## config.mk

```make
export PLATFORM = sky130hd
export DESIGN_NAME = rps_reset_seq
export DESIGN_NICKNAME = d
export VERILOG_FILES = /design/src/rps_pkg.sv /design/src/rps_reset_seq.sv
export SDC_FILE = /design/constraint.sdc
export NUM_CORES = 1
export LEC_CHECK = 0
export ABC_AREA = 1
export BUFFER_PORTS_ARGS = -buffer_cell sky130_fd_sc_hd__buf_2
export CAP_MARGIN = 20
export CORE_UTILIZATION = 50
export CTS_CLUSTER_SIZE = 16
export DETAILED_ROUTE_END_ITERATION = 10
export HOLD_SLACK_MARGIN = 0.05
export MAX_ROUTING_LAYER = met4
export PLACE_DENSITY = 0.68
export SLEW_MARGIN = 20
export SYNTH_ARGS = -nofsm -noshare
export SYNTH_HDL_FRONTEND = slang
export SYNTH_SLANG_ARGS = --single-unit
export TNS_END_PERCENT = 10
```

## constraint.sdc

```tcl
create_clock -name clk_sys -period 4.5 [get_ports clk_sys]
set_clock_uncertainty 0.05 [all_clocks]
set_input_delay 0.9 -clock clk_sys [delete_from_list [all_inputs] [get_ports clk_sys]]
set_output_delay 0.9 -clock clk_sys [all_outputs]
set_load 0.02 [all_outputs]
```

## src/rps_pkg.sv

```systemverilog
`default_nettype none
package rps_pkg;

  // ----------------------------------------
  // sequence variants
  // ----------------------------------------
  typedef enum logic [2:0]
  {
    RPS_SEQ_POWER_ON,
    RPS_SEQ_DESTRUCTIVE,
    RPS_SEQ_EXTERNAL,
    RPS_SEQ_FUNC_LONG,
    RPS_SEQ_FUNC_SHORT
  } rps_variant_type;

  localparam int RPS_NUM_VARIANTS = 5;
  localparam int RPS_NUM_SOURCES = 4;

  // ----------------------------------------
  // timing
  // ----------------------------------------
  localparam int RPS_CLK_MHZ = 100;
  localparam int RPS_BOOT_TYP_US = 200;
  localparam int RPS_BOOT_MAX_US = 320;
  localparam int RPS_BOOT_TYP_CYC = RPS_BOOT_TYP_US * RPS_CLK_MHZ;
  localparam int RPS_BOOT_MAX_CYC = RPS_BOOT_MAX_US * RPS_CLK_MHZ;
  localparam int RPS_PHASE1_CYC = 16;
  localparam int RPS_PHASE2_CYC = 16;
  localparam int RPS_FINAL_RESET_PHASE_CYC = 16;
  localparam int RPS_SHORT_CYC = 8;
  localparam int RPS_CNT_W = 16;

endpackage : rps_pkg
`default_nettype wire

```

## src/rps_reset_seq.sv

```systemverilog
// Summary of operation
// reset pin is shared; device and external generator may both pull low.
// device only drives low; high comes from external pull-up only.
// device releases its low drive at the end of its final phase.
// pin held low externally after final phase extends the sequence.
// functional reset drives pin only if source pin-drive enable is set.
// boot firmware ends entering main run mode; first fetch strobes then.
// five sequence variants; four run phases 1 to 3, the short functional one runs phase 3 only.
// boot firmware takes 200 us typical, 320 us worst case.
// boot latency is reset sequence plus boot firmware time.
// sampled pin level is synchronised before use.
`timescale 1ns/1ps
`default_nettype none
module rps_reset_seq
  import rps_pkg::*;
#(
  parameter int BOOT_TYP_CYC = rps_pkg::RPS_BOOT_TYP_CYC,
  parameter int BOOT_MAX_CYC = rps_pkg::RPS_BOOT_MAX_CYC
)
(
  // clock and reset
  input wire logic clk_sys,
  input wire logic sys_rst,
  // reset requests
  input wire logic destr_req,
  input wire logic func_req,
  input wire logic [rps_pkg::RPS_NUM_SOURCES-1:0] func_src,
  input wire logic func_short,
  input wire logic [rps_pkg::RPS_NUM_SOURCES-1:0]
    functional_reset_pin_drive_enable,
  // boot header position
  input wire logic header_last,
  // reset pin, active low, open drain
  input wire logic reset_pin_n_in,
  output logic reset_pin_n_out,
  output logic reset_pin_n_oe,
  // status
  output logic in_reset,
  output logic boot_assist_firmware,
  output logic main_run_mode,
  output logic first_fetch,
  output rps_pkg::rps_variant_type variant
);
  import rps_pkg::*;

  // ----------------------------------------
  // pin synchroniser
  // ----------------------------------------
  logic pin_meta_ff, pin_sync_ff, nxt_pin_meta, nxt_pin_sync;
  always_comb
  begin
    nxt_pin_meta = reset_pin_n_in;
    nxt_pin_sync = pin_meta_ff;
  end
  always_ff @(posedge clk_sys)
  begin
    if (sys_rst)
    begin
      pin_meta_ff <= 1'b0;
      pin_sync_ff <= 1'b0;
    end
    else
    begin
      pin_meta_ff <= nxt_pin_meta;
      pin_sync_ff <= nxt_pin_sync;
    end
  end

  // ----------------------------------------
  // sequencer
  // ----------------------------------------
  typedef enum logic [2:0]
  {
    ST_PH1, ST_PH2, ST_PH3, ST_WAIT_PIN, ST_BOOT, ST_RUN
  } rps_state_type;

  rps_state_type state_ff, nxt_state;
  rps_variant_type var_ff, nxt_var;
  logic [RPS_CNT_W-1:0] cnt_ff, nxt_cnt;
  logic drive_ff, nxt_drive;
  logic fetch_ff, nxt_fetch;
  logic [RPS_CNT_W-1:0] boot_len;

  function automatic logic [RPS_CNT_W-1:0] to_cnt(input int v);
    to_cnt = RPS_CNT_W'(v - 1);
  endfunction : to_cnt

  assign boot_len = header_last ? to_cnt(BOOT_MAX_CYC)
                                : to_cnt(BOOT_TYP_CYC);

  always_comb
  begin
    nxt_state = state_ff;
    nxt_var = var_ff;
    nxt_cnt = (cnt_ff != '0) ? cnt_ff - 1'b1 : cnt_ff;
    nxt_drive = drive_ff;
    nxt_fetch = 1'b0;
    case (state_ff)
      ST_PH1:
        if (cnt_ff == '0)
        begin
          nxt_state = ST_PH2;
          nxt_cnt = to_cnt(RPS_PHASE2_CYC);
        end
      ST_PH2:
        if (cnt_ff == '0)
        begin
          nxt_state = ST_PH3;
          nxt_cnt = to_cnt(RPS_FINAL_RESET_PHASE_CYC);
        end
      ST_PH3:
        if (cnt_ff == '0)
        begin
          nxt_state = ST_WAIT_PIN;
          nxt_drive = 1'b0;
        end
      ST_WAIT_PIN:
        // waits two cycles past release for pin sync to settle
        if (pin_sync_ff && !drive_ff && !reset_pin_n_oe)
        begin
          nxt_state = ST_BOOT;
          nxt_cnt = boot_len;
        end
      ST_BOOT:
        if (cnt_ff == '0)
        begin
          nxt_state = ST_RUN;
          nxt_fetch = 1'b1;
        end
      ST_RUN:
      begin
        if (destr_req)
        begin
          nxt_state = ST_PH1;
          nxt_var = RPS_SEQ_DESTRUCTIVE;
          nxt_cnt = to_cnt(RPS_PHASE1_CYC);
          nxt_drive = 1'b1;
        end
        else if (!pin_sync_ff)
        begin
          nxt_state = ST_PH1;
          nxt_var = RPS_SEQ_EXTERNAL;
          nxt_cnt = to_cnt(RPS_PHASE1_CYC);
          nxt_drive = 1'b1;
        end
        else if (func_req)
        begin
          nxt_var = func_short ? RPS_SEQ_FUNC_SHORT : RPS_SEQ_FUNC_LONG;
          nxt_state = func_short ? ST_PH3 : ST_PH1;
          nxt_cnt = func_short ? to_cnt(RPS_SHORT_CYC)
                               : to_cnt(RPS_PHASE1_CYC);
          nxt_drive = |(func_src & functional_reset_pin_drive_enable);
        end
      end
      default:
        nxt_state = ST_PH1;
    endcase
  end

  always_ff @(posedge clk_sys)
  begin
    if (sys_rst)
    begin
      state_ff <= ST_PH1;
      var_ff <= RPS_SEQ_POWER_ON;
      cnt_ff <= RPS_CNT_W'(RPS_PHASE1_CYC - 1);
      drive_ff <= 1'b1;
      fetch_ff <= 1'b0;
    end
    else
    begin
      state_ff <= nxt_state;
      var_ff <= nxt_var;
      cnt_ff <= nxt_cnt;
      drive_ff <= nxt_drive;
      fetch_ff <= nxt_fetch;
    end
  end

  // ----------------------------------------
  // outputs
  // ----------------------------------------
  logic oe_ff, run_ff, boot_ff, inrst_ff;
  always_ff @(posedge clk_sys)
  begin
    if (sys_rst)
    begin
      oe_ff <= 1'b1;
      run_ff <= 1'b0;
      boot_ff <= 1'b0;
      inrst_ff <= 1'b1;
    end
    else
    begin
      oe_ff <= nxt_drive;
      run_ff <= (nxt_state == ST_RUN);
      boot_ff <= (nxt_state == ST_BOOT);
      inrst_ff <= (nxt_state != ST_RUN) && (nxt_state != ST_BOOT);
    end
  end

  assign reset_pin_n_oe = oe_ff;
  assign reset_pin_n_out = 1'b0;
  assign main_run_mode = run_ff;
  assign boot_assist_firmware = boot_ff;
  assign in_reset = inrst_ff;
  assign first_fetch = fetch_ff;
  assign variant = var_ff;
endmodule : rps_reset_seq
`default_nettype wire

```

-- After elaboration in Yosys (flattened, before gate mapping)
Cells that the tools add are included.
- $add $sub $neg: 1
- multipliers: 0
- div/mod/pow operators: 0
- $lt $le $gt $ge: 0
- eq/ne operators: 12
- shifts and indexed selects: 0
- multiplexer cells: 29
- bitwise logic cells: 2
- reductions and logical operators: 13
- operators by type and width (cell ; count):
    2-to-1 mux 16 bit ; 6
    one-hot mux 16 bit (3 select lines) ; 1
    2-to-1 mux 3 bit ; 12
    one-hot mux 3 bit (6 select lines) ; 1
    zero test 16 bit ; 1
    nonzero test 16 bit ; 1
    subtractor 16 x 1 -> 16 bit, second input constant ; 1
    2-to-1 mux 14 bit ; 1
    equality test 3 bit, second input constant ; 4
    != test 3 bit, second input constant ; 3
    equality test 3 x 2 -> 1 bit, second input constant ; 2
    2-to-1 mux 1 bit ; 5
    bitwise AND 4 bit ; 1
    2-to-1 mux 4 bit ; 1
    != test 4 bit, second input constant ; 1
    OR reduction 2 bit ; 2
    OR reduction 4 bit ; 1
    equality test 3 x 1 -> 1 bit, second input constant ; 1
    logical AND 1 bit ; 3
    zero test 3 bit ; 1
    AND reduction 3 bit ; 1
    2-to-1 mux 2 bit ; 1
    != test 2 bit, second input constant ; 1
    one-hot mux 1 bit (2 select lines) ; 1
    other kinds (4) ; 4
- register bits after elaboration: 29
- bits in latches: 0
- bits in writable memories: 0
- ROM bits: 0
- bits of input ports: 15
- output and inout bits: 9
- logic and storage cells: 67
- memories kept: 0

-- Logic depth before layout (Yosys ltp)
Gate-level depths: netlist (run 1).
- word-level depth: 7
- mapped depth: 11
- gate-level depth less buffers: 11

-- Worst setup path after synthesis (run 1)
Ideal clock, no wire load.
- path kind: flip-flop to flip-flop
- start point: register cnt_ff[0]
- end point: register cnt_ff[0]
- setup time: 0.122 ns
- arrival time: 1.512 ns
- required time: 4.328 ns
- path slack: 2.816 ns
- cell stages (with the launch flop): 9
- buffers on the path: 0
- period minus slack after synthesis: 1.684 ns
- cells stage by stage: dfxtp_1 -> inv_1 -> ha_1 -> inv_1 -> nor3_2 -> nand2_4 -> ha_1 -> o21ai_0 -> nand3_1
- cells in the longest elaborated chain, start to end: 6
- elaborated cells on any way between the ends: 10
- those cells by class: 1 x add/sub; 7 x mux; 2 x reduce/logical
- ends and longest elaborated chain (what ; line ; RTL):
    from (decl) ; rps_reset_seq.sv:79 ; logic [RPS_CNT_W-1:0] cnt_ff, nxt_cnt;
    from (signal assigned) ; rps_reset_seq.sv:166 ; cnt_ff <= RPS_CNT_W'(RPS_PHASE1_CYC - 1);
    from (signal assigned) ; rps_reset_seq.sv:174 ; cnt_ff <= nxt_cnt;
    subtractor 16 x 1 -> 16 bit / nonzero test 16 bit (equally long branches) ; rps_reset_seq.sv:95 ; nxt_cnt = (cnt_ff != '0) ? cnt_ff - 1'b1 : cnt_ff;
    2-to-1 mux 16 bit ; rps_reset_seq.sv:95 ;
    2-to-1 mux 16 bit ; rps_reset_seq.sv:146 ; else if (func_req)
    2-to-1 mux 16 bit ; rps_reset_seq.sv:139 ; else if (!pin_sync_ff)
    2-to-1 mux 16 bit ; rps_reset_seq.sv:132 ; if (destr_req)
    one-hot mux 16 bit (3 select lines) (*) ; rps_reset_seq.sv:98 ; case (state_ff)
Every way passes the cells marked *; elsewhere a longest branch is shown, timed or not.
A chain may end at the register's enable or synchronous reset.

-- Final worst setup path (run 1)
- start point: register oe_ff (netlist: reset_pin_n_oe)
- end point: output port reset_pin_n_oe
- RTL lines (what ; line ; RTL):
    from (decl) ; rps_reset_seq.sv:183 ; logic oe_ff, run_ff, boot_ff, inrst_ff;
    from (signal assigned) ; rps_reset_seq.sv:195 ; oe_ff <= nxt_drive;
    to (decl) ; rps_reset_seq.sv:36 ; output logic reset_pin_n_oe,
No word-level cell between the ends.

==> results.md, run 1 <==
- Port Buffer Count: 22
- Die Y: 61.74 um
- Cell chain of the critical path: buf_2
- H-tree levels: 2
- Clock slew at reported path FFs: 90 ps
- Drt drc: 0
- Via-per-instance ratio: 4.957
- CTS tree: yes
- Buffers & Inverters on Critical Path: 1
- Largest net degree at the start of global routing: 12
- Fmax: 537.0 MHz
- CP max stage delay: 390 ps
- Hold WC Path Type: flop to flop
- Critical path class: flop to primary output
- Initial antenna violation count: 0
- Vias in the first global route: 1477
- Core Rows: 21
- FF-to-FF Start: cnt_ff[0]
- Total of max-cap violations: 0
- Tot GR Track Use: 24.02%
- IO Count: 24
- Max rail drop VDD: 0.0001561 V
- Hold wc startpoint: nxt_pin_sync
- Outcome: complete, no violations
- Die area: 3811 sq um
- Post-synth EDFFs: 0
- Sequential area share after synthesis: 32.54%
- Hold Path Cell Cnt: 2
- RePlAce Congestion: 0.8675
- Initial DRC count: 73
- CTS buffer count: 5
- Max Fanout on Critical Path: 3
- Initial Util: 52.64%
- Fill count: 321
- Post-Route WL: 3.775 mm
- N_diodes: 0
- Clock root cell: clkbuf_4
- Hold worst-path end: pin_sync_ff
- Drt first pass iters: 5
- Worst path slowest cell: dfxtp_1
- RSZ-0062 raised after global routing: false
- Clk Latency, worst-skew pair: 340 ps
- Final nets: 296
- Setup slack, reg-to-reg: 2700 ps
- Period utilisation layout: 41.38%
- Synthesized Nets: 270
- Syn-to-layout area delta: 12.41%
- ANT nets after route: 0
- Worst path required time: 3550 ps
- CTS resizes: 0
- Die Wd: 61.74 um
- Register bit total from synthesis: 29
- Post-DP Area: 1936 sq um
- Asr flop ratio synth: 0%
- Via count: 1611
- Crit path arrival time: 910 ps
- Top_reg_cell synth: dfxtp_1
- Final setup violation count: 0
- Detailed Place HPWL: 3.028 mm
- GRT overflow: 0
- Post-Route Setup TNS: 0 ps
- Mapped Avg Cell Area: 7.080 sq um
- Worst r2r dst: cnt_ff[0]
- Wire length per cell: 11.62 um
- Most frequent cells in the layout: nand2_1 (43), nor2_1 (35), dfxtp_1 (29)
- Synthesized area: 1784 sq um
- CTS Hold Buffers Added: 0
- Core area: 3390 sq um
- CTS Buffer Depth: 2
- Cell family contributing the most delay on the critical path: flip-flops
- Setup repair bufs after CTS: 0
- Leading cell type in the layout, fill and taps excluded: nand2_1
- CP Capture Type: primary output
- Number of cells on the worst reg-to-reg path: 8
- Unique cell type count in the Yosys netlist: 35
- PD cells: 235.5 nW/um^2
- Leakage power: 0.0009880 uW
- Critical path launch point type: flop
- Final hold violation count: 0
- Yosys warns: 0
- Layout cells sized above 1: 29.75%
- Fin crit period: 1862 ps
- Fin area: 2006 sq um
- Max-slew violation count: 0
- Clk sinks: 29
- Cells after Synth: 252
- First-pass GRT wire length: 6.327 mm
[area by class of cell]
cell class	count	area, sq um	share of cell area, %
Clock buffer	7	65.06	3.244
Sequential cell	29	580.6	28.95
Clock inverter	1	5.005	0.2495
Tap cell	46	57.56	2.870
Inverter	34	132.6	6.613
Multi-Input combinational cell	186	1055	52.59
Timing Repair Buffer	22	110.1	5.490
[Yosys cell counts (2+ instances only)]
cell / count / share of area [%]
a21oi_1: 14 / 3.9
dfxtp_1: 29 / 33
ha_1: 3 / 2.1
inv_1: 23 / 4.8
inv_2: 10 / 2.1
nand2_1: 43 / 9.0
nand2_2: 9 / 3.2
nand2_4: 2 / 1.3
nand3_1: 20 / 5.6
nand3_2: 4 / 2.2
nand3_4: 2 / 2.0
nand3b_1: 2 / 0.84
nand4_1: 2 / 0.70
nor2_1: 35 / 7.4
nor2_2: 14 / 4.9
nor2_4: 3 / 1.9
nor3_1: 3 / 0.84
nor3_2: 3 / 1.7
o21ai_0: 7 / 2.0
o21ai_1: 2 / 0.56
o21ai_2: 2 / 0.98
xnor2_1: 4 / 2.0
xor2_1: 4 / 2.0
[layer usage]
metal  track usage, %  vias to the layer above  routed length, um
met5                -                        -                  0
met4            8.571                        0                 67
met3            7.453                        7                159
met2            38.86                       33               1790
met1            28.08                      720               1758
li1                 -                      851                  -
[kinds of logic (layout without fill, tap and decap cells)]
family          Yosys count  in the layout  synth area share (%)
other cells               1              1                0.2102
xor+xnor                  8              8                 3.927
simple gates            145            145                 43.69
buf+inv                  37             64                 8.345
fa+ha+maj                 3              3                 2.104
flops                    29             29                 32.54
compound gates           29             29                 9.187
[metrics by stage]
step                      power (uW)  hold slack (ps)  setup WS [ps]  utilization (%)  instances
final                          472.4            358.1           2638            59.17        325
after global routing           495.7            404.6           2565            59.17        325
after CTS                      479.5            360.1           2617            59.17        325
after detailed placement       295.2            344.4           2582            57.11        317
after global placement         294.5            349.7           2629            57.11        317
after floorplan                285.3            338.3           2816                -        252
[sequential cells by signal, summed over array words and instances (netlist names)]
register              flops
nxt_pin_sync              1
first_fetch               1
reset_pin_n_oe            1
main_run_mode             1
cnt_ff                   16
boot_assist_firmware      1
pin_sync_ff               1
state_ff                  3
in_reset                  1
variant                   3
[worst min-delay path, stage by stage (launching register included)]
cell and delay (ps):
dfxtp_1 310, inv_1 40, nor2_1 30
[worst max path at each step]
stage / startpoint / end / slack, ps / depth (start not counted)
floorplan: cnt_ff[0] / cnt_ff[0] / 2820 / 8
global placement: sys_rst / cnt_ff[0] / 2630 / 5
detailed placement: sys_rst / cnt_ff[0] / 2580 / 5
CTS: reset_pin_n_oe / reset_pin_n_oe / 2620 / 1
global route: cnt_ff[0] / cnt_ff[0] / 2560 / 8
finish: reset_pin_n_oe / reset_pin_n_oe / 2640 / 1
[power by group]
part | switching (uW) | internal, uW
registers | 2.88 | 260
logic | 15.5 | 11.1
clock network | 92.8 | 90.4
No activity file was read; power rests on OpenSTA's default activity.
==> inputs of run 2 (changes only) <==
==> constraint.sdc (replaced) <==
create_clock -name clk_sys -period 1.9 [get_ports clk_sys]
set_clock_uncertainty 0.05 [all_clocks]
set_input_delay 0.38 -clock clk_sys [delete_from_list [all_inputs] [get_ports clk_sys]]
set_output_delay 0.38 -clock clk_sys [all_outputs]
set_load 0.02 [all_outputs]
==> run 2 against run 1 <==
Compared with the run above:
- sequential cell count is the same
- final area grew 0.37%
- routed wire length shrank 0.19%
- via count shrank 0.37%
- critical endpoint is now cnt_ff[0]
- largest cell class unchanged
==> results.md, run 2 (synthesized netlist as in run 1, its figures left out) <==
- Drt first pass iters: 4 (-1)
- Port Buffer Count: 22 (unchanged)
- H-tree levels: 2 (unchanged)
- CTS buffer count: 5 (unchanged)
- Detailed Place HPWL: 3.035 mm (+0.21%)
- Initial antenna violation count: 0 (unchanged)
- Clock slew at reported path FFs: 100 ps (about the same)
- Final hold violation count: 0 (unchanged)
- Max Fanout on Critical Path: 3 (unchanged)
- RSZ-0062 raised after global routing: false
- Outcome: complete, no violations
- Largest net degree at the start of global routing: 12 (unchanged)
- Fin crit period: 1703 ps
- CTS tree: yes
- Worst path slowest cell: dfxtp_1
- Switch Pwr: 273.2 uW (+150%)
- N_diodes: 0 (unchanged)
- GRT overflow: 0 (unchanged)
- Die Wd: 61.74 um (unchanged)
- Leading cell type in the layout, fill and taps excluded: nand2_1
- Die Y: 61.74 um (unchanged)
- Most frequent cells in the layout: nand2_1 (43), nor2_1 (35), dfxtp_1 (29)
- CTS Hold Buffers Added: 0 (unchanged)
- CP max stage delay: 350 ps (-40 ps)
- Post-Route WL: 3.768 mm (-0.19%)
- Initial DRC count: 66 (-9.6%)
- Met2 wire len: 1.806 mm (+0.89%)
- Fill count: 319 (-0.62%)
- Core area: 3390 sq um (unchanged)
- Wire length per cell: 11.56 um (-0.49%)
- Met3 wire len: 155 um (-2.5%)
- Register area: 580.6 sq um (unchanged)
- Hold WC Path Type: input pin to flop
- Max rail drop VDD: 0.0004251 V (+170%)
- Via-per-instance ratio: 4.923 (-0.68%)
- Max reg flops: 16 (unchanged)
- Clk sinks: 29 (unchanged)
- Fin area: 2013 sq um (+0.37%)
- Worst path required time: 2090 ps (-1460 ps)
- IO Count: 24 (unchanged)
- Routed length on met1: 1.752 mm (-0.34%)
- Post-Route Setup TNS: 0 ps (unchanged)
- Max-slew violation count: 0 (unchanged)
- ANT nets after route: 0 (unchanged)
- Pint: 855.2 uW (+140%)
- Critical path class: flop to flop
- Gate power share: 5.6% (about the same)
- Period utilisation layout: 89.64%
- CP Capture Type: flop
- Tot GR Track Use: 24.22% (+0.20 points)
- Clk Latency, worst-skew pair: 340 ps (about the same)
- Initial Util: 52.64% (unchanged)
- CTS Buffer Depth: 2 (unchanged)
- Leakage power: 0.0009922 uW (+0.42%)
- Clock share of power: 39.4% (+0.6 points)
- Multi-input gate area: 1055 sq um (unchanged)
- Setup repair bufs after CTS: 0 (unchanged)
- First-pass GRT wire length: 6.299 mm (-0.44%)
- Highest metal used: met4
- Layout cells sized above 1: 30.00% (+0.25 points)
- Final nets: 297 (+0.34%)
- Seq pwr share: 55.1% (-0.5 points)
- Die area: 3811 sq um (unchanged)
- Via count: 1605 (-0.37%)
- Post-Layout Cell Count: 326 (+0.31%)
- Drt drc: 0 (unchanged)
- Fmax: 587.1 MHz
- Syn-to-layout area delta: 12.83%
- Cell chain of the critical path: inv_1, ha_1, inv_1, nor3_2, nand2_4, ha_1, o21ai_0, nand3_1
- PD cells: 560.5 nW/um^2 (+140%)
- Clock root cell: clkbuf_4
- Post-DP Area: 1943 sq um (+0.39%)
- Crit path arrival time: 1890 ps (+980 ps)
- Critical path launch point type: flop
- Core Rows: 21 (unchanged)
- Placed cell count: 318 (+0.32%)
- Total of max-cap violations: 0 (unchanged)
- RePlAce Congestion: 0.8498 (-2.0%)
- Vias in the first global route: 1494 (+1.2%)
- Switch share: 24.21% (+0.66 points)
- Final setup violation count: 0 (unchanged)
- CTS resizes: 0 (unchanged)
- Largest Register: cnt_ff
[run 2: critical path: cells and delay by family, from the launching register on]
| family | cells | cell delay (ps) |
|---|---|---|
| fa+ha+maj | 2 | 490 |
| simple gates | 3 | 380 |
| buf+inv | 2 | 160 |
| flops | 1 | 350 |
| compound gates | 1 | 160 |
[run 2: worst paths after layout]
path,from,endpoint,slack (ps),cells after the start
worst max-delay path,cnt_ff[0],cnt_ff[0],200,8
worst min register to register,nxt_pin_sync,pin_sync_ff,360,2
worst max register to register,cnt_ff[0],cnt_ff[0],200,8
worst min-delay path,reset_pin_n_in,nxt_pin_sync,190,3
[run 2: layout make-up]
class                   instances  area share [%]
clock inverters                 1          0.2486
clock buffers                   7           3.232
inverters                      34           6.588
multi-input cells             186           52.39
well taps                      46           2.859
flip-flops and latches         29           28.84
repair buffers                 23           5.842
[run 2: metrics by stage]
stage	util [%]	power [uW]	worst slack, ps	hold slack (ps)
3_3_place_gp	57.33	697.7	252.4	339.0
3_5_place_dp	57.33	698.2	185.4	346.2
5_1_grt	59.39	1183	55.20	177.8
4_1_cts	59.39	1136	177.2	184.9
2_1_floorplan	-	675.7	216.4	338.3
6_report	59.39	1128	196.8	185.4
[run 2: power groups by stage]
stage | Combinational, uW | Clock (uW) | Sequential (uW)
6_report | 63.0 | 444 | 621
5_1_grt | 72.2 | 488 | 623
4_1_cts | 63.0 | 451 | 621
3_5_place_dp | 62.8 | 0 | 635
3_3_place_gp | 62.7 | 0 | 635
2_1_floorplan | 41.5 | 0 | 634
[run 2: routing by layer]
layer	vias to the layer above	global-route usage, %
li1	860	-
met1	706	27.26
met2	31	40.71
met4	0	8.254
met3	8	7.453
met5	-	-
==> inputs of run 3 (changes only) <==
--- a/config.mk
+++ b/config.mk
@@ -14,6 +14,7 @@
 export HOLD_SLACK_MARGIN = 0.05
 export MAX_ROUTING_LAYER = met4
 export PLACE_DENSITY = 0.68
+export SETUP_SLACK_MARGIN = 0.2
 export SLEW_MARGIN = 20
 export SYNTH_ARGS = -nofsm -noshare
 export SYNTH_HDL_FRONTEND = slang
==> run 3 against run 2 <==
Compared with the run above:
- cell count unchanged
- die area unchanged
- clock power is essentially flat
- critical endpoint unchanged
- non-clock buffer count unchanged
- register-to-register slack improved by 140 ps
- routed wire length up 0.69%
- combinational power up 4.8%
==> results.md, run 3 (synthesized netlist as in run 1, its figures left out) <==
- Final hold violation count: 0 (unchanged)
- Period utilisation layout: 82.47% (-7.2 points)
- Max reg flops: 16 (unchanged)
- Worst path slowest cell: dfxtp_1
- PD cells: 558.0 nW/um^2 (-0.45%)
- Drt first pass iters: 5 (+1)
- First-pass GRT wire length: 6.299 mm (unchanged)
- Post-Layout Cell Count: 326 (unchanged)
- GRT overflow: 0 (unchanged)
- Pint: 856.5 uW (+0.15%)
- Max-slew violation count: 0 (unchanged)
- RSZ-0062 raised after global routing: false
- Largest Register: cnt_ff
- Via count: 1612 (+0.44%)
- Port Buffer Count: 22 (unchanged)
- CP Capture Type: flop
- Core area: 3390 sq um (unchanged)
- Leakage power: 0.0009893 uW (-0.29%)
- Switch share: 24.27% (+0.060 points)
- Detailed Place HPWL: 3.035 mm (unchanged)
- CTS Buffer Depth: 2 (unchanged)
- Max rail drop VDD: 0.0004250 V (about the same)
- Seq pwr share: 55.0% (about the same)
- Critical path launch point type: flop
- Largest net degree at the start of global routing: 12 (unchanged)
- Critical path class: flop to flop
- RePlAce Congestion: 0.8498 (unchanged)
- Placed cell count: 318 (unchanged)
- Die area: 3811 sq um (unchanged)
- H-tree levels: 2 (unchanged)
- Max Fanout on Critical Path: 3 (unchanged)
- Crit path arrival time: 1750 ps (-140 ps)
- Hold WC Path Type: input pin to flop
- Cell chain of the critical path: inv_1, ha_4, inv_1, nor3_2, nand2_4, ha_1, o21ai_1, nand3_1
- Outcome: complete, no violations
- Final core occ: 59.80% (+0.41 points)
- Number of cells on the worst reg-to-reg path: 8 (unchanged)
- CTS tree: yes
- Clock share of power: 39.2% (-0.2 points)
- Hold Path Cell Cnt: 3 (unchanged)
- Layout cells sized above 1: 31.07% (+1.1 points)
- Via-per-instance ratio: 4.945 (+0.44%)
- Wire length per cell: 11.64 um (+0.69%)
- Die Wd: 61.74 um (unchanged)
- Initial DRC count: 64 (-3.0%)
- Setup repair bufs after CTS: 0 (unchanged)
- Tot GR Track Use: 24.22% (unchanged)
- Fmax: 638.2 MHz (+8.7%)
- CTS Hold Buffers Added: 0 (unchanged)
- Final nets: 297 (unchanged)
- Initial Util: 52.64% (unchanged)
- Most frequent cells in the layout: nand2_1 (43), nor2_1 (35), dfxtp_1 (28)
- Fill count: 319 (unchanged)
- Clk sinks: 29 (unchanged)
- Syn-to-layout area delta: 13.60%
- Leading cell type in the layout, fill and taps excluded: nand2_1
- CP max stage delay: 340 ps (about the same)
- Register area: 581.8 sq um (+0.22%)
- Gate power share: 5.8% (+0.2 points)
- Post-Route Setup TNS: 0 ps (unchanged)
- Final setup violation count: 0 (unchanged)
- Clk Latency, worst-skew pair: 340 ps (about the same)
- Initial antenna violation count: 0 (unchanged)
- IO Count: 24 (unchanged)
- Fin crit period: 1567 ps (-136.3 ps)
- Vias in the first global route: 1494 (unchanged)
- N_diodes: 0 (unchanged)
- ANT nets after route: 0 (unchanged)
- Die Y: 61.74 um (unchanged)
- Multi-input gate area: 1067 sq um (+1.2%)
- Total of max-cap violations: 0 (unchanged)
- Worst path required time: 2080 ps (about the same)
- Switch Pwr: 274.5 uW (+0.48%)
- Setup slack, reg-to-reg: 330 ps (+140 ps)
- Drt drc: 0 (unchanged)
- CTS buffer count: 5 (unchanged)
- Most frequent CP cell: inv_1
- Core Rows: 21 (unchanged)
- Post-Route WL: 3.794 mm (+0.69%)
- Clock slew at reported path FFs: 100 ps (about the same)
- Clock root cell: clkbuf_4
-- run 3: cell counts in the layout (fill, tap and decap cells not counted) --
Identical to the previous run, type by type.
-- run 3: worst max-delay path: cells and delay by family (launching register included) --
family | cells | cell delay, ps
buf+inv | 2 | 150
simple gates | 3 | 370
flops | 1 | 340
fa+ha+maj | 2 | 440
compound gates | 1 | 120
-- run 3: power groups by stage --
stage          clock network [uW]  registers [uW]  logic (uW)
6_report                      443             622        66.0
3_5_place_dp                    0             635        62.8
5_1_grt                       488             624        75.4
4_1_cts                       451             621        62.5
3_3_place_gp                    0             635        62.7
2_1_floorplan                   0             634        41.5
-- run 3: path summary, 6_finish.rpt --
check                               startpoint           end
worst min register to register    nxt_pin_sync   pin_sync_ff
worst max-delay path                 cnt_ff[1]     cnt_ff[0]
worst min-delay path            reset_pin_n_in  nxt_pin_sync
worst max register to register       cnt_ff[1]     cnt_ff[0]
-- run 3: through the flow --
stage               hold slack [ps]  setup WS, ps  instance area (sq um)  total power [uW]
floorplan                     338.3         216.4                   1784             675.7
global placement              339.0         252.4                   1943             697.7
detailed placement            346.2         185.4                   1943             698.2
CTS                           184.9         242.2                   2013              1135
global route                  177.8         212.5                   2027              1187
finish                        185.9         333.1                   2027              1131
-- run 3: area by class of cell --
class / instances / share of cell area [%]
flip-flops and latches: 29 / 28.70
repair buffers: 23 / 5.802
clock buffers: 7 / 3.210
clock inverters: 1 / 0.2469
well taps: 46 / 2.840
inverters: 34 / 6.543
multi-input cells: 186 / 52.65
-- run 3: per-layer routing --
layer	wire length [um]	vias to the layer above	track usage (%)	part of all wire (%)
met1	1797	712	27.26	47
met5	0	-	-	0
met4	45	0	8.254	1.2
met2	1820	32	40.71	48
li1	-	862	-	-
met3	131	6	7.453	3.5
-- run 3: what timing repair did --
action,in CTS,in global routing
setup endpoints to repair,1,3
gates cloned,0,0
gates resized for setup,0,5
pin swaps,1,2
